--- src/hw/reload_timer_pkg.sv ---
package reload_timer_pkg;

  // ----------------------------------------------------------------------
  // register map (byte addresses on the apb slave)
  // ----------------------------------------------------------------------
  localparam logic [7:0] ADDR_CONTROL   = 8'hc8;  // timer_two_control
  localparam logic [7:0] ADDR_MODE_CTRL = 8'hcc;  // timer_two_mode_control
  localparam logic [7:0] ADDR_COUNT_LO  = 8'hd0;  // count_low_byte
  localparam logic [7:0] ADDR_COUNT_HI  = 8'hd4;  // count_high_byte
  localparam logic [7:0] ADDR_RELOAD_LO = 8'hd8;  // reload_low_byte
  localparam logic [7:0] ADDR_RELOAD_HI = 8'hdc;  // reload_high_byte

  // ----------------------------------------------------------------------
  // control register fields
  // ----------------------------------------------------------------------
  localparam int BIT_OVF    = 7;
  localparam int BIT_EXT    = 6;
  localparam int BIT_RXBAUD = 5;
  localparam int BIT_TXBAUD = 4;
  localparam int BIT_TRGEN  = 3;
  localparam int BIT_RUN    = 2;
  localparam int BIT_CSRC   = 1;
  localparam int BIT_CAPSEL = 0;
  // mode control fields
  localparam int BIT_CLKOE  = 1;
  localparam int BIT_DOWN_COUNT_ENABLE   = 0;

  localparam logic [7:0]  CONTROL_RST  = 8'h00;
  localparam logic [7:0]  MODE_RST     = 8'h00;
  localparam logic [15:0] COUNT_TOP    = 16'hffff;
  localparam logic [31:0] UNMAPPED_RD  = 32'h0000_0000;

  // ----------------------------------------------------------------------
  // timing: count prescale (oscillator / 2)
  // ----------------------------------------------------------------------
  localparam int OSC_DIVIDE = 2;

  typedef enum logic [1:0] {
    MODE_RELOAD  = 2'b00,
    MODE_CAPTURE = 2'b01,
    MODE_BAUD    = 2'b10,
    MODE_CLKOUT  = 2'b11
  } timer_mode_e;

  typedef struct packed {
    logic tx_tick;
    logic rx_tick;
  } baud_ticks_s;

endpackage

--- src/hw/reload_timer_clock_out.sv ---
// Operation
// - clock-out output has 50 percent duty
// - clock-out counts at half oscillator rate
// - counter reruns from preload to overflow
// - overflow copies reload pair into count, except in capture mode
// - no overflow interrupt in clock-out mode
// - output freq osc over 4*(65536-reload)
// - generated clock driven onto count pin while bit 1 clear
// - clock-out enable feeds divide-by-two stage
// - timer select clear counts half oscillator
// - baud and clock-out share reload pair
// - mode decoded from baud, capture, clockout
// - overflow flag set unless baud selected
// - external flag set by enabled trigger
// - bit 5 picks receive baud source
// - bit 4 picks transmit baud source
// - trigger enable gates trigger pin edges
// - bit 1 selects internal or pin count
// - capture select, ignored during baud
// - down-count follows trigger pin level
//
// Added by the designer: the APB register port.
`timescale 1ns/1ns
`default_nettype none
module reload_timer_clock_out
  import reload_timer_pkg::*;
(
  input  wire logic        clk_sys,
  input  wire logic        sys_rst,
  input  wire logic        psel,
  input  wire logic        penable,
  input  wire logic        pwrite,
  input  wire logic [7:0]  paddr,
  input  wire logic [31:0] pwdata,
  output logic      [31:0] prdata,
  output logic             pready,
  output logic             pslverr,
  input  wire logic        count_clock_pin_i,
  output logic             count_clock_pin_o,
  output logic             count_clock_pin_oe,
  input  wire logic        trigger_pin,
  input  wire logic        other_timer_tick,
  output baud_ticks_s      baud_ticks,
  output logic             irq_request
);

  // ----------------------------------------------------------------------
  // registers and shared state
  // ----------------------------------------------------------------------
  logic [7:0]  control_q;
  logic [7:0]  mode_q;
  logic [15:0] count_q;
  logic [15:0] reload_q;
  logic        divider_q;
  logic        presc_q;
  logic [2:0]  cnt_pin_sync_q;
  logic [2:0]  trg_sync_q;
  logic        own_tick_q;
  timer_mode_e mode;

  // ----------------------------------------------------------------------
  // mode decode
  // ----------------------------------------------------------------------
  function automatic timer_mode_e decode_mode(input logic [7:0] ctl, input logic [7:0] md);
    if (ctl[BIT_RXBAUD] || ctl[BIT_TXBAUD]) begin
      decode_mode = MODE_BAUD;
    end else if (!ctl[BIT_CAPSEL] && md[BIT_CLKOE]) begin
      decode_mode = MODE_CLKOUT;
    end else if (ctl[BIT_CAPSEL] && !md[BIT_CLKOE]) begin
      decode_mode = MODE_CAPTURE;
    end else begin
      decode_mode = MODE_RELOAD;
    end
  endfunction

  assign mode = decode_mode(control_q, mode_q);

  wire logic baud_sel   = control_q[BIT_RXBAUD] | control_q[BIT_TXBAUD];
  wire logic clkout_on  = mode_q[BIT_CLKOE] & ~control_q[BIT_CAPSEL];
  wire logic pin_source = control_q[BIT_CSRC] & ~clkout_on;

  // ----------------------------------------------------------------------
  // pin synchronisers; bit 0 is read only by bit 1
  // ----------------------------------------------------------------------
  always_ff @(posedge clk_sys) begin
    if (sys_rst) begin
      cnt_pin_sync_q <= 3'h7;
      trg_sync_q     <= 3'h7;
    end else begin
      cnt_pin_sync_q <= {cnt_pin_sync_q[1:0], count_clock_pin_i};
      trg_sync_q     <= {trg_sync_q[1:0], trigger_pin};
    end
  end

  wire logic pin_fall  = cnt_pin_sync_q[2] & ~cnt_pin_sync_q[1];
  wire logic trg_fall  = trg_sync_q[2] & ~trg_sync_q[1];
  wire logic trg_level = trg_sync_q[1];

  // ----------------------------------------------------------------------
  // half-oscillator prescaler
  // ----------------------------------------------------------------------
  always_ff @(posedge clk_sys) begin
    if (sys_rst) begin
      presc_q <= 1'b0;
    end else begin
      presc_q <= ~presc_q;
    end
  end

  // timer input is every second system clock; pin input is falling edges
  wire logic count_en = control_q[BIT_RUN] &
                        (pin_source ? pin_fall : presc_q);

  wire logic trig_ev  = control_q[BIT_TRGEN] & trg_fall & ~baud_sel;
  wire logic down_mode = mode_q[BIT_DOWN_COUNT_ENABLE] & (mode == MODE_RELOAD);
  wire logic count_dn  = down_mode & ~trg_level;
  wire logic overflow  = count_en & ~count_dn & (count_q == COUNT_TOP);
  wire logic underflow = count_en & count_dn & (count_q == reload_q);
  wire logic roll      = overflow | underflow;

  // ----------------------------------------------------------------------
  // apb write decode
  // ----------------------------------------------------------------------
  wire logic wr_en  = psel & penable & pwrite;
  wire logic wr_ctl = wr_en & (paddr == ADDR_CONTROL);
  wire logic wr_md  = wr_en & (paddr == ADDR_MODE_CTRL);
  wire logic wr_clo = wr_en & (paddr == ADDR_COUNT_LO);
  wire logic wr_chi = wr_en & (paddr == ADDR_COUNT_HI);
  wire logic wr_rlo = wr_en & (paddr == ADDR_RELOAD_LO);
  wire logic wr_rhi = wr_en & (paddr == ADDR_RELOAD_HI);

  // ----------------------------------------------------------------------
  // control register; hardware set wins over a software clear
  // ----------------------------------------------------------------------
  wire logic set_ovf = roll & ~baud_sel;
  wire logic set_ext = trig_ev & ~down_mode |
                       (down_mode & roll);

  always_ff @(posedge clk_sys) begin
    if (sys_rst) begin
      control_q <= CONTROL_RST;
    end else begin
      if (wr_ctl) begin
        control_q <= pwdata[7:0];
      end
      if (set_ovf) begin
        control_q[BIT_OVF] <= 1'b1;
      end
      if (down_mode && roll) begin
        // direction-change bit toggles for 17-bit resolution
        control_q[BIT_EXT] <= ~(wr_ctl ? pwdata[BIT_EXT] : control_q[BIT_EXT]);
      end else if (set_ext) begin
        control_q[BIT_EXT] <= 1'b1;
      end
    end
  end

  always_ff @(posedge clk_sys) begin
    if (sys_rst) begin
      mode_q <= MODE_RST;
    end else if (wr_md) begin
      mode_q <= {6'h00, pwdata[1:0]};
    end
  end

  // ----------------------------------------------------------------------
  // reload / capture pair
  // ----------------------------------------------------------------------
  always_ff @(posedge clk_sys) begin
    if (sys_rst) begin
      reload_q <= 16'h0000;
    end else begin
      if (wr_rlo) begin
        reload_q[7:0] <= pwdata[7:0];
      end
      if (wr_rhi) begin
        reload_q[15:8] <= pwdata[7:0];
      end
      if (mode == MODE_CAPTURE && trig_ev) begin
        reload_q <= count_q;
      end
    end
  end

  // ----------------------------------------------------------------------
  // count register; software must preload before starting
  // ----------------------------------------------------------------------
  always_ff @(posedge clk_sys) begin
    if (sys_rst) begin
      count_q <= 16'h0000;
    end else if (wr_clo || wr_chi) begin
      if (wr_clo) begin
        count_q[7:0] <= pwdata[7:0];
      end
      if (wr_chi) begin
        count_q[15:8] <= pwdata[7:0];
      end
    end else if (overflow && mode != MODE_CAPTURE) begin
      count_q <= reload_q;
    end else if (underflow) begin
      count_q <= COUNT_TOP;
    end else if (mode == MODE_RELOAD && trig_ev && !down_mode) begin
      count_q <= reload_q;
    end else if (count_en) begin
      count_q <= count_dn ? count_q - 16'h0001 : count_q + 16'h0001;
    end
  end

  // ----------------------------------------------------------------------
  // divide-by-two clock output; half period equals one overflow period
  // ----------------------------------------------------------------------
  always_ff @(posedge clk_sys) begin
    if (sys_rst) begin
      divider_q <= 1'b0;
    end else if (!mode_q[BIT_CLKOE]) begin
      divider_q <= 1'b0;
    end else if (overflow) begin
      divider_q <= ~divider_q;
    end
  end

  assign count_clock_pin_o  = divider_q;
  assign count_clock_pin_oe = clkout_on & ~control_q[BIT_CSRC];

  // ----------------------------------------------------------------------
  // baud ticks to the serial port
  // ----------------------------------------------------------------------
  always_ff @(posedge clk_sys) begin
    if (sys_rst) begin
      own_tick_q <= 1'b0;
    end else begin
      own_tick_q <= overflow;
    end
  end

  always_ff @(posedge clk_sys) begin
    if (sys_rst) begin
      baud_ticks <= '0;
    end else begin
      baud_ticks.rx_tick <= control_q[BIT_RXBAUD] ? own_tick_q : other_timer_tick;
      baud_ticks.tx_tick <= control_q[BIT_TXBAUD] ? own_tick_q : other_timer_tick;
    end
  end

  // interrupt request level to the system controller; overflow masked in clock-out
  assign irq_request = (control_q[BIT_OVF] & (mode != MODE_CLKOUT)) |
                       (control_q[BIT_EXT] & ~mode_q[BIT_DOWN_COUNT_ENABLE]);

  // ----------------------------------------------------------------------
  // apb read path; zero wait states
  // ----------------------------------------------------------------------
  assign pready  = 1'b1;
  assign pslverr = 1'b0;

  always_ff @(posedge clk_sys) begin
    if (sys_rst) begin
      prdata <= UNMAPPED_RD;
    end else if (psel && !penable && !pwrite) begin
      case (paddr)
        ADDR_CONTROL:   prdata <= {24'h0, control_q};
        ADDR_MODE_CTRL: prdata <= {24'h0, mode_q};
        ADDR_COUNT_LO:  prdata <= {24'h0, count_q[7:0]};
        ADDR_COUNT_HI:  prdata <= {24'h0, count_q[15:8]};
        ADDR_RELOAD_LO: prdata <= {24'h0, reload_q[7:0]};
        ADDR_RELOAD_HI: prdata <= {24'h0, reload_q[15:8]};
        default:        prdata <= UNMAPPED_RD;
      endcase
    end
  end
endmodule
`default_nettype wire

--- config.mk ---
export PLATFORM = sky130hd
export DESIGN_NAME = reload_timer_clock_out
export DESIGN_NICKNAME = d
export VERILOG_FILES = /design/src/hw/reload_timer_pkg.sv /design/src/hw/reload_timer_clock_out.sv
export SDC_FILE = /design/constraint.sdc
export NUM_CORES = 1
export LEC_CHECK = 0
export BUFFER_PORTS_ARGS = -buffer_cell sky130_fd_sc_hd__buf_2
export CAP_MARGIN = 20
export CORE_MARGIN = 4
export CORE_UTILIZATION = 62
export CTS_BUF_LIST = sky130_fd_sc_hd__clkbuf_4
export DETAILED_ROUTE_END_ITERATION = 6
export PLACE_DENSITY = 0.86
export SLEW_MARGIN = 0
export SYNTH_ARGS = -nofsm -noshare
export SYNTH_HDL_FRONTEND = slang
export SYNTH_SLANG_ARGS = --single-unit
--- constraint.sdc ---
create_clock -name clk_sys -period 6.05 [get_ports clk_sys]
set_clock_uncertainty 0.15 [all_clocks]
set_input_delay 0.9075 -clock clk_sys [delete_from_list [all_inputs] [get_ports clk_sys]]
set_output_delay 0.9075 -clock clk_sys [all_outputs]
set_load 0.03 [all_outputs]
# Word level (Yosys, flattened, before mapping)
# Index checks and enable logic that the tools add are counted.
[op_classes] mux=23 n_mul=0 n_eq_ne=13 div_mod_pow=0 bitwise_logic=44 add_sub_neg=2 shifts=0 n_reduce_logical=25 order_cmp=0
[op_table] op="16-bit 2-to-1 mux" n=7
[op_table] op="8-bit equality test (second input constant)" n=6
[op_table] op="8-bit case mux with 6 select lines" n=1
[op_table] op="8-bit 2-to-1 mux" n=5
[op_table] op="1-bit AND" n=27
[op_table] op="16-bit by 1-bit adder with 16-bit output (second input constant)" n=1
[op_table] op="16-bit equality test" n=1
[op_table] op="16-bit equality test (second input constant)" n=1
[op_table] op="16-bit by 1-bit subtractor with 16-bit output (second input constant)" n=1
[op_table] op="1-bit NOT" n=13
[op_table] op="1-bit logical AND" n=9
[op_table] op="1-bit 2-to-1 mux" n=8
[op_table] op="2-bit inequality test (second input constant)" n=3
[op_table] op="2-bit nonzero test" n=3
[op_table] op="1-bit zero test" n=5
[op_table] op="5-bit nonzero test" n=1
[op_table] op="2-bit 2-to-1 mux" n=2
[op_table] op="1-bit bitwise OR" n=4
[op_table] op="2-bit AND reduction" n=2
[op_table] op="3-bit nonzero test" n=1
[op_table] op="2-bit by 1-bit equality test with 1-bit output (second input constant)" n=1
[op_table] op="2-bit zero test" n=1
[op_table] op="1-bit logical OR" n=2
[op_table] op="2-bit by 1-bit inequality test with 1-bit output (second input constant)" n=1
[op_table] op="2-bit OR reduction" n=1
[word_totals] mem_count=0 word_cells=123 input_bits=48 latch_bits=0 register_bits=85 output_inout_bits=39 mem_bits_rw=0 mem_bits_ro=0

# Logic depth before layout (Yosys ltp)
# Gate-level depths: netlist of the first run.
[logic_depth] ltp_word=16 ltp_mapped=15 ltp_nobuf=12

# Worst setup path after synthesis of the first run
# OpenSTA, ideal clock, no wires.
[synth_timing] kind="register to register" startpoint="reg control_q[0]" endpoint="reg count_q[12]" path_buffers=3 synth_period_minus_slack_ns=3.293 setup_ns=0.120 stages_incl_launch_ff=16 arrival_time_ns=3.023 setup_slack_ns=2.757 required_ns=5.780 cell_sequence="dfxtp_1 -> inv_1 -> ha_1 -> clkbuf_1 -> and3b_1 -> clkbuf_1 -> nand2_1 -> xnor2_1 -> ha_1 -> or4_1 -> buf_2 -> nor4_1 -> o21a_1 -> nor3_1 -> nor3_1 -> o21ai_1"
[synth_via] elab_chain_cells=13 word_cells_on_any_way=33 cone_classes="eq/ne (1); mux (10); bitwise (12); reduce/logical (10)"
[synth_lines] item="from (decl)" line_no="reload_timer_clock_out.sv:50" source="logic [7:0] control_q;"
[synth_lines] item="from (signal assigned)" line_no="reload_timer_clock_out.sv:144" source="control_q <= pwdata[7:0];"
[synth_lines] item="from (signal, indexed assignment)" line_no="reload_timer_clock_out.sv:151" source="control_q[BIT_EXT] <= ~(wr_ctl ? pwdata[BIT_EXT] : control_q[BIT_EXT]);"
[synth_lines] item="1-bit logical AND / 1-bit zero test (equally long branches)" line_no="reload_timer_clock_out.sv:69, reload_timer_clock_out.sv:67"
[synth_lines] item="1-bit 2-to-1 mux / 1-bit logical AND (equally long branches)" line_no="reload_timer_clock_out.sv:69, reload_timer_clock_out.sv:67"
[synth_lines] item="2-bit 2-to-1 mux" line_no="reload_timer_clock_out.sv:67" source="end else if (!ctl[BIT_CAPSEL] && md[BIT_CLKOE]) begin"
[synth_lines] item="2-bit 2-to-1 mux" line_no="reload_timer_clock_out.sv:65" source="if (ctl[BIT_RXBAUD] || ctl[BIT_TXBAUD]) begin"
[synth_lines] item="2-bit zero test" line_no="reload_timer_clock_out.sv:115, reload_timer_clock_out.sv:202"
[synth_lines] item="1-bit AND" line_no="reload_timer_clock_out.sv:115" source="wire logic down_mode = mode_q[BIT_DOWN_COUNT_ENABLE] & (mode == MODE_RELOAD);"
[synth_lines] item="1-bit AND" line_no="reload_timer_clock_out.sv:116" source="wire logic count_dn = down_mode & ~trg_level;"
[synth_lines] item="16-bit 2-to-1 mux / 1-bit NOT (equally long branches)" line_no="reload_timer_clock_out.sv:205, reload_timer_clock_out.sv:117"
[synth_lines] item="16-bit 2-to-1 mux / 1-bit AND (equally long branches)" line_no="reload_timer_clock_out.sv:204, reload_timer_clock_out.sv:117"
[synth_lines] item="16-bit 2-to-1 mux / 1-bit AND (equally long branches)" line_no="reload_timer_clock_out.sv:202, reload_timer_clock_out.sv:117"
[synth_lines] item="16-bit 2-to-1 mux / 1-bit logical AND (equally long branches)" line_no="reload_timer_clock_out.sv:200, reload_timer_clock_out.sv:198"
[synth_lines] item="16-bit 2-to-1 mux / 5-bit nonzero test (equally long branches)"
[synth_lines] item="16-bit 2-to-1 mux / 2-bit AND reduction (equally long branches)"
[synth_lines] item="to (signal assigned)" line_no="reload_timer_clock_out.sv:199" source="count_q <= reload_q;"
[synth_lines] item="to (signal assigned)" line_no="reload_timer_clock_out.sv:203" source="count_q <= reload_q;"
[synth_lines] item="to (signal assigned)" line_no="reload_timer_clock_out.sv:205" source="count_q <= count_dn ? count_q - 16'h0001 : count_q + 16'h0001;"
[synth_lines] item="to (decl)" line_no="reload_timer_clock_out.sv:52" source="logic [15:0] count_q;"
# Parallel ways exist; a longest one is shown, timed or not. The select of a mux whose other input is x is not followed.
# A chain may end at the register's enable or synchronous reset.

# Worst setup path in the final report of the first run
[layout_timing] startpoint="reg control_q[0]" endpoint="reg count_q[6]"
# Same word-level chain as after synthesis.

==> results of run 1 <==
-- path summary, 6_finish.rpt --
path	startpoint	endpoint	slack, ns	cells past startpoint
hold / removal	cnt_pin_sync_q[0]	cnt_pin_sync_q[1]	0.27	1
hold reg to reg	cnt_pin_sync_q[0]	cnt_pin_sync_q[1]	0.27	1
setup reg to reg	control_q[0]	count_q[6]	2.20	12
setup / recovery	control_q[0]	count_q[6]	2.20	12
-- power by group through the flow --
| stage | logic (mW) | clock network, mW | registers [mW] |
|---|---|---|---|
| after CTS | 0.0628 | 0.304 | 0.406 |
| after global routing | 0.0677 | 0.321 | 0.406 |
| after global placement | 0.0615 | 0 | 0.415 |
| after detailed placement | 0.0627 | 0 | 0.415 |
| after floorplan | 0.0566 | 0 | 0.416 |
| final | 0.0645 | 0.303 | 0.406 |
-- metal layers --
layer / global-route usage / part of all wire / vias to the layer above
li1: - / - / 1999
met1: 0.411 / 0.41 / 2012
met2: 0.424 / 0.44 / 327
met3: 0.0626 / 0.12 / 49
met4: 0.155 / 0.038 / 0
met5: 0 / 0 / -
-- cell type report --
class	count	area share
Tap cell	96	0.0264
Multi-Input combinational cell	440	0.621
Inverter	11	0.00906
Timing Repair Buffer	39	0.0445
Clock buffer	9	0.0148
Clock inverter	7	0.0165
Sequential cell	61	0.268
-- state kept, by name (all words and copies together) (netlist names) --
register and flops:
own_tick_q 1, control_q 8, reload_q 16, prdata 8, mode_q 2, baud_ticks 2
trg_sync_q 3, presc_q 1, cnt_pin_sync_q 3, count_q 16, count_clock_pin_o 1
-- stage by stage --
step / power, mW / hold slack [ns] / utilization
after global routing: 0.795 / 0.292 / 0.664
after floorplan: 0.472 / 0.239 / -
final: 0.773 / 0.273 / 0.664
after CTS: 0.772 / 0.276 / 0.664
after global placement: 0.476 / 0.245 / 0.643
after detailed placement: 0.477 / 0.243 / 0.643
-- cells in the mapped netlist (5+ instances only) --
library cell / count
a22oi_1: 6
nor3_1: 21
o21ai_0: 17
nand2_1: 44
nand4_1: 10
or2_2: 8
buf_2: 12
o22ai_1: 5
nor2_1: 55
inv_1: 11
xnor2_1: 21
a31oi_1: 6
nand3b_1: 5
nand2b_1: 6
nor4_1: 8
xor2_1: 9
buf_4: 28
a21oi_1: 30
clkbuf_1: 29
mux2i_1: 32
dfxtp_1: 61
o211ai_1: 5
o31ai_1: 6
a211oi_1: 19
or3_1: 5
nand3_1: 16
mux2_2: 5
and3_1: 6
-- cell families (layout without fill, tap and decap cells) --
logic type,Yosys count,in the layout
compound gates,131,131
xor+xnor,30,30
fa+ha+maj,2,2
buf+inv,86,66
flops,61,61
mux,40,40
other cells,2,26
simple gates,211,211
==> impl_metrics.prom, run 1 <==
# TYPE chip_impl_metric gauge
chip_impl_info{name="status",value="completed"} 1
chip_impl_metric{name="post_synth_design_cell_area",unit="sq um"} 4420
chip_impl_metric{name="drt.antenna.violating_nets",unit=""} 0
chip_impl_metric{name="power-per-cell-area",unit="nW/um^2"} 170
chip_impl_metric{name="cts_max_level",unit=""} 3
chip_impl_info{name="most-common-layout-cells",value="dfxtp_1 (61), nor2_1 (55), nand2_1 (44)"} 1
chip_impl_info{name="critPathCaptureType",value="flop"} 1
chip_impl_metric{name="clock.fmax",unit="MHz"} 259
chip_impl_metric{name="finalNetCount",unit=""} 612
chip_impl_info{name="rsz_0062_raised_after_global_routing",value="no"} 1
chip_impl_metric{name="critPathMaxFanout",unit=""} 10
chip_impl_metric{name="cp_data_arrival_time",unit="ns"} 4.03
chip_impl_metric{name="power.internal",unit="uW"} 546
chip_impl_metric{name="power.net_switching",unit="uW"} 228
chip_impl_metric{name="multiInputGateArea",unit="sq um"} 2830
chip_impl_metric{name="total_track_usage",unit=""} 0.295
chip_impl_metric{name="post_cts_resized",unit=""} 0
chip_impl_metric{name="layout.cells.non_filler",unit=""} 663
chip_impl_metric{name="die_width",unit="um"} 92.5
chip_impl_info{name="critical_path.cell_chain",value="inv_1 -> ha_1 -> and3b_1 -> nand2_1 -> xnor2_1 -> ha_1 -> or4_1 -> o31ai_1 -> xnor2_1 -> a21oi_1 -> nor3b_1 -> o21ai_1"} 1
chip_impl_metric{name="cts_max_path_buffers",unit=""} 2
chip_impl_metric{name="cts_inserted_buffers",unit=""} 9
chip_impl_metric{name="layout.cell_area.non_filler",unit="sq um"} 4560
chip_impl_metric{name="drt_pre_antenna_iters",unit=""} 5
chip_impl_metric{name="design.core.area",unit="sq um"} 6870
chip_impl_info{name="dominant_combinational_cell_family_by_area_after_synthesis",value="simple AND/OR/NAND/NOR gates"} 1
chip_impl_metric{name="grt_pass1_wl",unit="um"} 19900
chip_impl_metric{name="antenna_cells",unit=""} 0
chip_impl_metric{name="hold_violations",unit=""} 0
chip_impl_info{name="most_frequent_standard_cell_in_the_layout_excluding_fill_and_tap_cells",value="dfxtp_1"} 1
chip_impl_metric{name="io_pins",unit=""} 87
chip_impl_metric{name="cts_hold_buf",unit=""} 0
chip_impl_metric{name="final_total_negative_setup_slack",unit="ns"} 0
chip_impl_metric{name="grt-ovfl-total",unit=""} 0
chip_impl_metric{name="synth_edf_count",unit=""} 0
chip_impl_metric{name="portion_of_synthesized_cell_area_occupied_by_the_leading_cell_type",unit=""} 0.276
chip_impl_metric{name="worst-endpoint-required",unit="ns"} 6.23
chip_impl_metric{name="timing_worst_slew_pin_value",unit="ns"} 1.13
chip_impl_metric{name="dpl-instance-area",unit="sq um"} 4420
chip_impl_metric{name="synth_xor_xnor_area_share",unit=""} 0.0594
chip_impl_metric{name="detail_route.iter0.violations",unit=""} 562
chip_impl_metric{name="num_vias",unit=""} 4387
chip_impl_metric{name="gp_congestion",unit=""} 0.971
chip_impl_metric{name="ys_seq_area_frac",unit=""} 0.276
chip_impl_metric{name="p_comb_frac",unit=""} 0.083
chip_impl_metric{name="synth_simple_gate_area_share",unit=""} 0.250
chip_impl_metric{name="drcViolationCount",unit=""} 0
chip_impl_metric{name="syn-instance-count",unit=""} 563
chip_impl_metric{name="register_cell_area_after_layout",unit="sq um"} 1220
chip_impl_metric{name="grt_pass1_vias",unit=""} 3854
chip_impl_info{name="cp_slowest_cell",value="or4_1"} 1
chip_impl_metric{name="leakagePower",unit="nW"} 1.68
chip_impl_metric{name="finalCritPeriodShare",unit=""} 0.637
chip_impl_metric{name="synth-compound-area-share",unit=""} 0.206
chip_impl_metric{name="clkPwrFrac",unit=""} 0.392
chip_impl_metric{name="port_buffers",unit=""} 36
chip_impl_metric{name="die_h",unit="um"} 92.5
chip_impl_metric{name="rows",unit=""} 30
chip_impl_metric{name="final_critical_path_setup_slack",unit="ns"} 2.20
chip_impl_info{name="critical-path-top-delay-family",value="simple AND/OR/NAND/NOR gates"} 1
chip_impl_metric{name="die_area",unit="sq um"} 8550
chip_impl_info{name="synthDominantAreaCellType",value="dfxtp_1"} 1
chip_impl_metric{name="drive_gt1_frac",unit=""} 0.146
chip_impl_metric{name="switching_share",unit=""} 0.294
chip_impl_info{name="synth.top_cells.by_area",value="dfxtp_1 (28%), mux2i_1 (7.2%), buf_4 (4.8%)"} 1
chip_impl_metric{name="seq_power_share",unit=""} 0.524
chip_impl_info{name="worst_setup_path_start_kind",value="flop"} 1
chip_impl_metric{name="dp_slack",unit="ns"} 2.12
chip_impl_metric{name="finalCriticalPeriod",unit="ns"} 3.85
chip_impl_metric{name="post_synth_num_cell_types",unit=""} 72
chip_impl_metric{name="cpPeakStageDelay",unit="ns"} 0.69
chip_impl_metric{name="place.detailed.instances",unit=""} 647
chip_impl_metric{name="detail_route.vias_per_cell",unit=""} 6.62
chip_impl_metric{name="postSynth.asyncResetShare",unit=""} 0
chip_impl_metric{name="rel_slew_slack",unit=""} 0.244
chip_impl_metric{name="drv_cap",unit=""} 0
chip_impl_metric{name="start_util",unit=""} 0.644
chip_impl_metric{name="post_dp_hpwl",unit="um"} 9100
chip_impl_metric{name="synthToLayoutAreaGrowth",unit="%"} 3.08
chip_impl_metric{name="synthMuxAreaShare",unit=""} 0.0959
chip_impl_metric{name="path_buf_inv",unit=""} 1
chip_impl_metric{name="flop_and_latch_count_out_of_synthesis",unit=""} 61
chip_impl_metric{name="clk_transition_reported_paths",unit="ns"} 0.12
chip_impl_metric{name="synth.avg_cell_area",unit="sq um"} 7.85
chip_impl_metric{name="vdd.ir_drop.worst",unit="uV"} 132
chip_impl_metric{name="cts_num_sinks",unit=""} 61
chip_impl_metric{name="buffer_count_from_post_cts_setup_fixing",unit=""} 0
chip_impl_info{name="clock_root_buffer_master",value="clkbuf_4"} 1
chip_impl_metric{name="clock_latency_at_the_later_pin_of_the_worst_skew_pair",unit="ns"} 0.43
chip_impl_info{name="setup.worst_path.class",value="flop to flop"} 1
chip_impl_metric{name="yosysWarningCount",unit=""} 0
chip_impl_metric{name="layout.filler_cells",unit=""} 588
chip_impl_info{name="synth_ff_type",value="dfxtp_1"} 1
chip_impl_info{name="cts_tree",value="built"} 1
chip_impl_metric{name="antenna_found_initial",unit=""} 0
chip_impl_metric{name="grt_max_degree",unit=""} 66
chip_impl_metric{name="wire_per_inst",unit="um"} 19.2
chip_impl_metric{name="synthAdderAreaFrac",unit=""} 0.00566
chip_impl_metric{name="final_max_slew_viol_count",unit=""} 0
chip_impl_metric{name="report.final.setup_viol",unit=""} 0
chip_impl_metric{name="route.final.wire_length",unit="um"} 12700
chip_impl_info{name="hp-class",value="flop to flop"} 1
(Power assumes the default switching activity.)
==> run 2, diff against run 1 <==
Settings changed: CORE_UTILIZATION 62 to 52, PLACE_DENSITY 0.86 to 0.77.
Clock period 6.05 ns to 3.27 ns, I/O delays scaled along.
==> impl_metrics.prom, run 2 (same netlist as run 1, synthesis figures left out) <==
# TYPE chip_impl_metric gauge
chip_impl_metric{name="dp_slack",unit="ns"} 0.0841
chip_impl_metric{name="place.detailed.instances",unit=""} 689
chip_impl_metric{name="util_after_layout",unit=""} 0.588
chip_impl_metric{name="grt_pass1_vias",unit=""} 4221
chip_impl_metric{name="finalNetCount",unit=""} 645
chip_impl_metric{name="die_area",unit="sq um"} 10000
chip_impl_metric{name="cts_num_sinks",unit=""} 61
chip_impl_metric{name="cts_hold_buf",unit=""} 0
chip_impl_info{name="biggestRegsByFlops",value="count_q (16), reload_q (16)"} 1
chip_impl_metric{name="rel_slew_slack",unit=""} 0.293
chip_impl_metric{name="route.final.wire_length",unit="um"} 13900
chip_impl_metric{name="start_util",unit=""} 0.535
chip_impl_info{name="clock_root_buffer_master",value="clkbuf_4"} 1
chip_impl_info{name="cts_tree",value="built"} 1
chip_impl_metric{name="cts_inserted_buffers",unit=""} 9
chip_impl_metric{name="synthToLayoutAreaGrowth",unit="%"} 9.85
chip_impl_metric{name="io_pins",unit=""} 87
chip_impl_info{name="timing.critical_path.from",value="control_q[0]"} 1
chip_impl_info{name="status",value="completed"} 1
chip_impl_metric{name="report.final.setup_viol",unit=""} 0
chip_impl_info{name="crit-reg2reg-launch",value="control_q[0]"} 1
chip_impl_metric{name="design.core.area",unit="sq um"} 8260
chip_impl_info{name="critPathCaptureType",value="flop"} 1
chip_impl_metric{name="finalCriticalPeriod",unit="ns"} 3.13
chip_impl_metric{name="port_buffers",unit=""} 36
chip_impl_metric{name="grt_pass1_wl",unit="um"} 21900
chip_impl_metric{name="drive_gt1_frac",unit=""} 0.197
chip_impl_metric{name="timing_worst_slew_pin_value",unit="ns"} 1.06
chip_impl_metric{name="clock_latency_at_the_later_pin_of_the_worst_skew_pair",unit="ns"} 0.42
chip_impl_metric{name="detail_route.vias_per_cell",unit=""} 6.41
chip_impl_metric{name="drcViolationCount",unit=""} 0
chip_impl_info{name="setup.worst_path.class",value="flop to flop"} 1
chip_impl_metric{name="wire_per_inst",unit="um"} 19.7
chip_impl_metric{name="dpl-instance-area",unit="sq um"} 4680
chip_impl_metric{name="vdd.ir_drop.worst",unit="uV"} 185
chip_impl_metric{name="drt_pre_antenna_iters",unit=""} 6
chip_impl_metric{name="hold_violations",unit=""} 0
chip_impl_metric{name="grt-ovfl-total",unit=""} 0
chip_impl_metric{name="drt.antenna.violating_nets",unit=""} 0
chip_impl_info{name="most_frequent_standard_cell_in_the_layout_excluding_fill_and_tap_cells",value="dfxtp_1"} 1
chip_impl_metric{name="antenna_cells",unit=""} 0
chip_impl_metric{name="finalCritPeriodShare",unit=""} 0.958
chip_impl_metric{name="gp_congestion",unit=""} 0.985
chip_impl_metric{name="grt_max_degree",unit=""} 33
chip_impl_metric{name="regToRegSetupSlack",unit="ns"} 0.14
chip_impl_metric{name="power-per-cell-area",unit="nW/um^2"} 310
chip_impl_metric{name="total_track_usage",unit=""} 0.277
chip_impl_info{name="worst_setup_path_start_kind",value="flop"} 1
chip_impl_metric{name="cp_data_arrival_time",unit="ns"} 3.30
chip_impl_info{name="setup.worst_path.end",value="count_q[6]"} 1
chip_impl_info{name="most-common-layout-cells",value="dfxtp_1 (61), nor2_1 (55), nand2_1 (43)"} 1
chip_impl_metric{name="layout.cells.non_filler",unit=""} 705
chip_impl_metric{name="leakagePower",unit="nW"} 1.86
chip_impl_metric{name="cts_max_level",unit=""} 3
chip_impl_metric{name="antenna_found_initial",unit=""} 0
chip_impl_info{name="critical_path.reg2reg.endpoint",value="count_q[6]"} 1
chip_impl_metric{name="buffer_count_from_post_cts_setup_fixing",unit=""} 0
chip_impl_metric{name="clk_transition_reported_paths",unit="ns"} 0.13
chip_impl_metric{name="critPathMaxFanout",unit=""} 7
chip_impl_metric{name="rows",unit=""} 33
chip_impl_metric{name="die_h",unit="um"} 100
chip_impl_metric{name="cts_max_path_buffers",unit=""} 2
chip_impl_metric{name="num_vias",unit=""} 4518
chip_impl_metric{name="layout.cell_area.non_filler",unit="sq um"} 4860
chip_impl_metric{name="worst-endpoint-required",unit="ns"} 3.44
chip_impl_metric{name="final_max_slew_viol_count",unit=""} 0
chip_impl_metric{name="die_width",unit="um"} 100
chip_impl_metric{name="detail_route.iter0.violations",unit=""} 481
chip_impl_metric{name="clock.fmax",unit="MHz"} 319
chip_impl_metric{name="final_critical_path_setup_slack",unit="ns"} 0.137
chip_impl_info{name="hp-class",value="input pin to flop"} 1
chip_impl_metric{name="worst-r2r-cell-count",unit=""} 12
chip_impl_metric{name="final_total_negative_setup_slack",unit="ns"} 0
chip_impl_metric{name="post_dp_hpwl",unit="um"} 10300
chip_impl_metric{name="drv_cap",unit=""} 0
chip_impl_info{name="rsz_0062_raised_after_global_routing",value="yes"} 1
## run 2: cell type report
type | count | area (sq um)
Clock buffer | 10 | 75.1
Clock inverter | 6 | 86.3
Fill cell | 781 | 3400
Inverter | 11 | 41.3
Multi-Input combinational cell | 440 | 2850
Sequential cell | 61 | 1220
Tap cell | 105 | 131
Timing Repair Buffer | 72 | 450
## run 2: what timing repair did
item / CTS / global route
resized for setup: 0 / 3
endpoints found under the setup margin: 0 / 5
endpoints found under the hold margin: 0 / 0
## run 2: worst max-delay path, cell delays in order, from the launching register on
cell and delay, ns:
dfxtp_1 0.37, inv_1 0.07, ha_1 0.29, and3b_1 0.20, nand2_2 0.10, xnor2_1 0.15, ha_1 0.20, or4_4 0.59
o31ai_1 0.40, xnor2_1 0.17, a21oi_1 0.08, nor3b_1 0.20, o21ai_1 0.08
## run 2: report_power, final
group | leakage (nW) | switching [mW] | total (mW) | internal [mW]
Combinational | 1.28 | 0.0969 | 0.124 | 0.0275
Clock | 0.0884 | 0.311 | 0.630 | 0.319
Sequential | 0.493 | 0.00243 | 0.750 | 0.748
## run 2: through the flow
step / total power, mW / hold WS, ns
after global placement: 0.887 / 0.245
after detailed placement: 0.888 / 0.254
after CTS: 1.51 / 0.0749
after global routing: 1.55 / 0.0727
final: 1.50 / 0.0879
after floorplan: 0.874 / 0.239
## run 2: how the worst min path moves through the flow
stage	cells past startpoint	startpoint	to	slack (ns)
after floorplan	1	cnt_pin_sync_q[0]	cnt_pin_sync_q[1]	0.24
after global placement	1	trg_sync_q[0]	trg_sync_q[1]	0.24
after detailed placement	1	cnt_pin_sync_q[0]	cnt_pin_sync_q[1]	0.25
after CTS	2	count_clock_pin_i	cnt_pin_sync_q[0]	0.07
after global routing	2	count_clock_pin_i	cnt_pin_sync_q[0]	0.07
final	2	count_clock_pin_i	cnt_pin_sync_q[0]	0.09
## run 2: routing by layer
metal  global-route usage  vias to the layer above  wire length (um)
li1                     -                     2072                 -
met1                0.374                     2062              5640
met2                0.431                      311              6010
met3               0.0431                       73              1480
met4                0.131                        0               753
met5                    0                        -                 0
==> run 3, diff against run 2 <==
Settings changed: CORE_UTILIZATION 52 to 62, PLACE_DENSITY 0.77 to 0.95.
Clock period 3.27 ns to 3.8 ns, I/O delays scaled along.
==> impl_metrics.prom, run 3 (same netlist as run 1, synthesis figures left out) <==
# TYPE chip_impl_metric gauge
chip_impl_info{name="status",value="completed"} 1
chip_impl_metric{name="layout.cells.non_filler",unit=""} 683
chip_impl_metric{name="drive_gt1_frac",unit=""} 0.175
chip_impl_metric{name="wire_per_inst",unit="um"} 19.8
chip_impl_metric{name="final_total_power",unit="mW"} 1.15
chip_impl_metric{name="cts_hold_buf",unit=""} 0
chip_impl_metric{name="design.core.area",unit="sq um"} 6870
chip_impl_metric{name="cts_inserted_buffers",unit=""} 9
chip_impl_info{name="worst_setup_path_start_kind",value="flop"} 1
chip_impl_metric{name="hold_violations",unit=""} 0
chip_impl_info{name="min_delay_worst_endpoint",value="cnt_pin_sync_q[0]"} 1
chip_impl_metric{name="regToRegSetupSlack",unit="ns"} 0.21
chip_impl_metric{name="cpPeakStageDelay",unit="ns"} 0.69
chip_impl_metric{name="antenna_found_initial",unit=""} 0
chip_impl_metric{name="cp_data_arrival_time",unit="ns"} 3.76
chip_impl_metric{name="layout.cell_area.non_filler",unit="sq um"} 4680
chip_impl_metric{name="buffer_count_from_post_cts_setup_fixing",unit=""} 0
chip_impl_metric{name="report.final.setup_viol",unit=""} 0
chip_impl_info{name="critical_path.reg2reg.endpoint",value="count_q[6]"} 1
chip_impl_metric{name="finalCritPeriodShare",unit=""} 0.944
chip_impl_metric{name="io_pins",unit=""} 87
chip_impl_metric{name="finalNetCount",unit=""} 632
chip_impl_metric{name="grt-ovfl-total",unit=""} 0
chip_impl_metric{name="cts_max_path_buffers",unit=""} 2
chip_impl_metric{name="die_h",unit="um"} 92.5
chip_impl_info{name="clock_root_buffer_master",value="clkbuf_4"} 1
chip_impl_metric{name="drv_cap",unit=""} 0
chip_impl_metric{name="final_max_slew_viol_count",unit=""} 0
chip_impl_metric{name="grt_pass1_vias",unit=""} 4235
chip_impl_info{name="biggestRegsByFlops",value="count_q (16), reload_q (16)"} 1
chip_impl_metric{name="rows",unit=""} 30
chip_impl_metric{name="cts_num_sinks",unit=""} 61
chip_impl_metric{name="timing.hold.worst_path_depth",unit=""} 2
chip_impl_metric{name="die_width",unit="um"} 92.5
chip_impl_metric{name="drcViolationCount",unit=""} 0
chip_impl_metric{name="gp_congestion",unit=""} 1.11
chip_impl_info{name="rsz_0062_raised_after_global_routing",value="no"} 1
chip_impl_info{name="crit-reg2reg-launch",value="control_q[0]"} 1
chip_impl_metric{name="drt.antenna.violating_nets",unit=""} 0
chip_impl_metric{name="clock_latency_at_the_later_pin_of_the_worst_skew_pair",unit="ns"} 0.42
chip_impl_info{name="holdCritStartpoint",value="count_clock_pin_i"} 1
chip_impl_metric{name="worst-r2r-cell-count",unit=""} 12
chip_impl_metric{name="detail_route.vias_per_cell",unit=""} 6.72
chip_impl_info{name="cp_slowest_cell",value="or4_1"} 1
chip_impl_metric{name="leakagePower",unit="nW"} 1.76
chip_impl_metric{name="timing_worst_slew_pin_value",unit="ns"} 1.04
chip_impl_metric{name="finalCriticalPeriod",unit="ns"} 3.59
chip_impl_metric{name="final_critical_path_setup_slack",unit="ns"} 0.212
chip_impl_metric{name="dpl-instance-area",unit="sq um"} 4570
chip_impl_metric{name="critPathMaxFanout",unit=""} 7
chip_impl_info{name="most-common-layout-cells",value="dfxtp_1 (61), nor2_1 (55), nand2_1 (44)"} 1
chip_impl_metric{name="cts_max_level",unit=""} 3
chip_impl_info{name="cts_tree",value="built"} 1
chip_impl_info{name="critical_path.cell_chain",value="inv_1 -> ha_1 -> and3b_1 -> nand2_1 -> xnor2_1 -> ha_1 -> or4_1 -> o31ai_1 -> xnor2_1 -> a21oi_1 -> nor3b_1 -> o21ai_1"} 1
chip_impl_metric{name="route.final.wire_length",unit="um"} 13500
chip_impl_metric{name="port_buffers",unit=""} 36
chip_impl_metric{name="power-per-cell-area",unit="nW/um^2"} 246
chip_impl_metric{name="synthToLayoutAreaGrowth",unit="%"} 5.91
chip_impl_metric{name="util_after_layout",unit=""} 0.682
chip_impl_metric{name="final_total_negative_setup_slack",unit="ns"} 0
chip_impl_info{name="setup.worst_path.class",value="flop to flop"} 1
chip_impl_metric{name="clk_transition_reported_paths",unit="ns"} 0.12
chip_impl_metric{name="start_util",unit=""} 0.644
chip_impl_info{name="hp-class",value="input pin to flop"} 1
chip_impl_metric{name="drt_pre_antenna_iters",unit=""} 6
chip_impl_metric{name="num_vias",unit=""} 4587
chip_impl_metric{name="vdd.ir_drop.worst",unit="uV"} 222
chip_impl_info{name="critPathCaptureType",value="flop"} 1
chip_impl_info{name="most_frequent_standard_cell_in_the_layout_excluding_fill_and_tap_cells",value="dfxtp_1"} 1
chip_impl_metric{name="whs",unit="ns"} 0.175
chip_impl_metric{name="clock.fmax",unit="MHz"} 279
chip_impl_metric{name="antenna_cells",unit=""} 0
chip_impl_metric{name="grt_max_degree",unit=""} 42
chip_impl_metric{name="post_dp_hpwl",unit="um"} 9780
chip_impl_metric{name="rel_slew_slack",unit=""} 0.305
chip_impl_metric{name="post_cts_resized",unit=""} 0
chip_impl_metric{name="worst-endpoint-required",unit="ns"} 3.97
chip_impl_metric{name="place.detailed.instances",unit=""} 667
chip_impl_metric{name="detail_route.iter0.violations",unit=""} 695
chip_impl_metric{name="total_track_usage",unit=""} 0.313
chip_impl_metric{name="die_area",unit="sq um"} 8550
chip_impl_metric{name="dp_slack",unit="ns"} 0.306
chip_impl_metric{name="grt_pass1_wl",unit="um"} 21200
run 3: changes by cell type in the layout (fill, tap and decap cells not counted):
cell | before | now
clkbuf_4 | 10 | 9
or4_4 | 3 | 2
nor4_1 | 7 | 8
bufinv_16 | 2 | 0
nand2_1 | 43 | 44
buf_4 | 36 | 23
or4_1 | 3 | 4
clkinvlp_4 | 0 | 3
clkinv_2 | 1 | 2
nand2_2 | 1 | 0
nor4_4 | 1 | 0
clkinv_1 | 1 | 0
run 3: power breakdown:
group | switching [mW] | total [mW] | internal (mW)
logic | 0.0823 | 0.104 | 0.0220
registers | 0.00187 | 0.646 | 0.644
clock network | 0.269 | 0.403 | 0.135
run 3: final cells by class:
cell class	instances	area (sq um)
clock buffers	9	67.6
flip-flops and latches	61	1220
multi-input cells	440	2830
well taps	96	120
repair buffers	59	353
fillers	548	2190
clock inverters	7	50.0
inverters	11	41.3
run 3: how the worst max path moves through the flow:
stage	from	endpoint	slack, ns
after floorplan	control_q[0]	count_q[12]	0.51
after global placement	control_q[0]	count_q[6]	0.45
after detailed placement	control_q[0]	count_q[6]	0.31
after CTS	control_q[0]	count_q[6]	0.28
after global routing	control_q[0]	count_q[6]	0.02
final	control_q[0]	count_q[6]	0.21
run 3: metal layers:
metal  track usage  share of wire  up-vias
li1              -              -     2032
met1         0.390           0.37     2083
met2         0.473           0.43      385
met3        0.0829           0.14       87
met4         0.208          0.064        0
met5             0              0        -
run 3: critical path: cells and delay by family, from the launching register on:
| family | cells | cell delay (ns) |
|---|---|---|
| XOR/XNOR | 2 | 0.33 |
| flip-flops | 1 | 0.36 |
| buffers and inverters | 1 | 0.07 |
| AO/OA/AOI/OAI | 3 | 0.62 |
| AND/OR/NAND/NOR | 4 | 1.36 |
| adder cells (fa/ha/maj) | 2 | 0.61 |
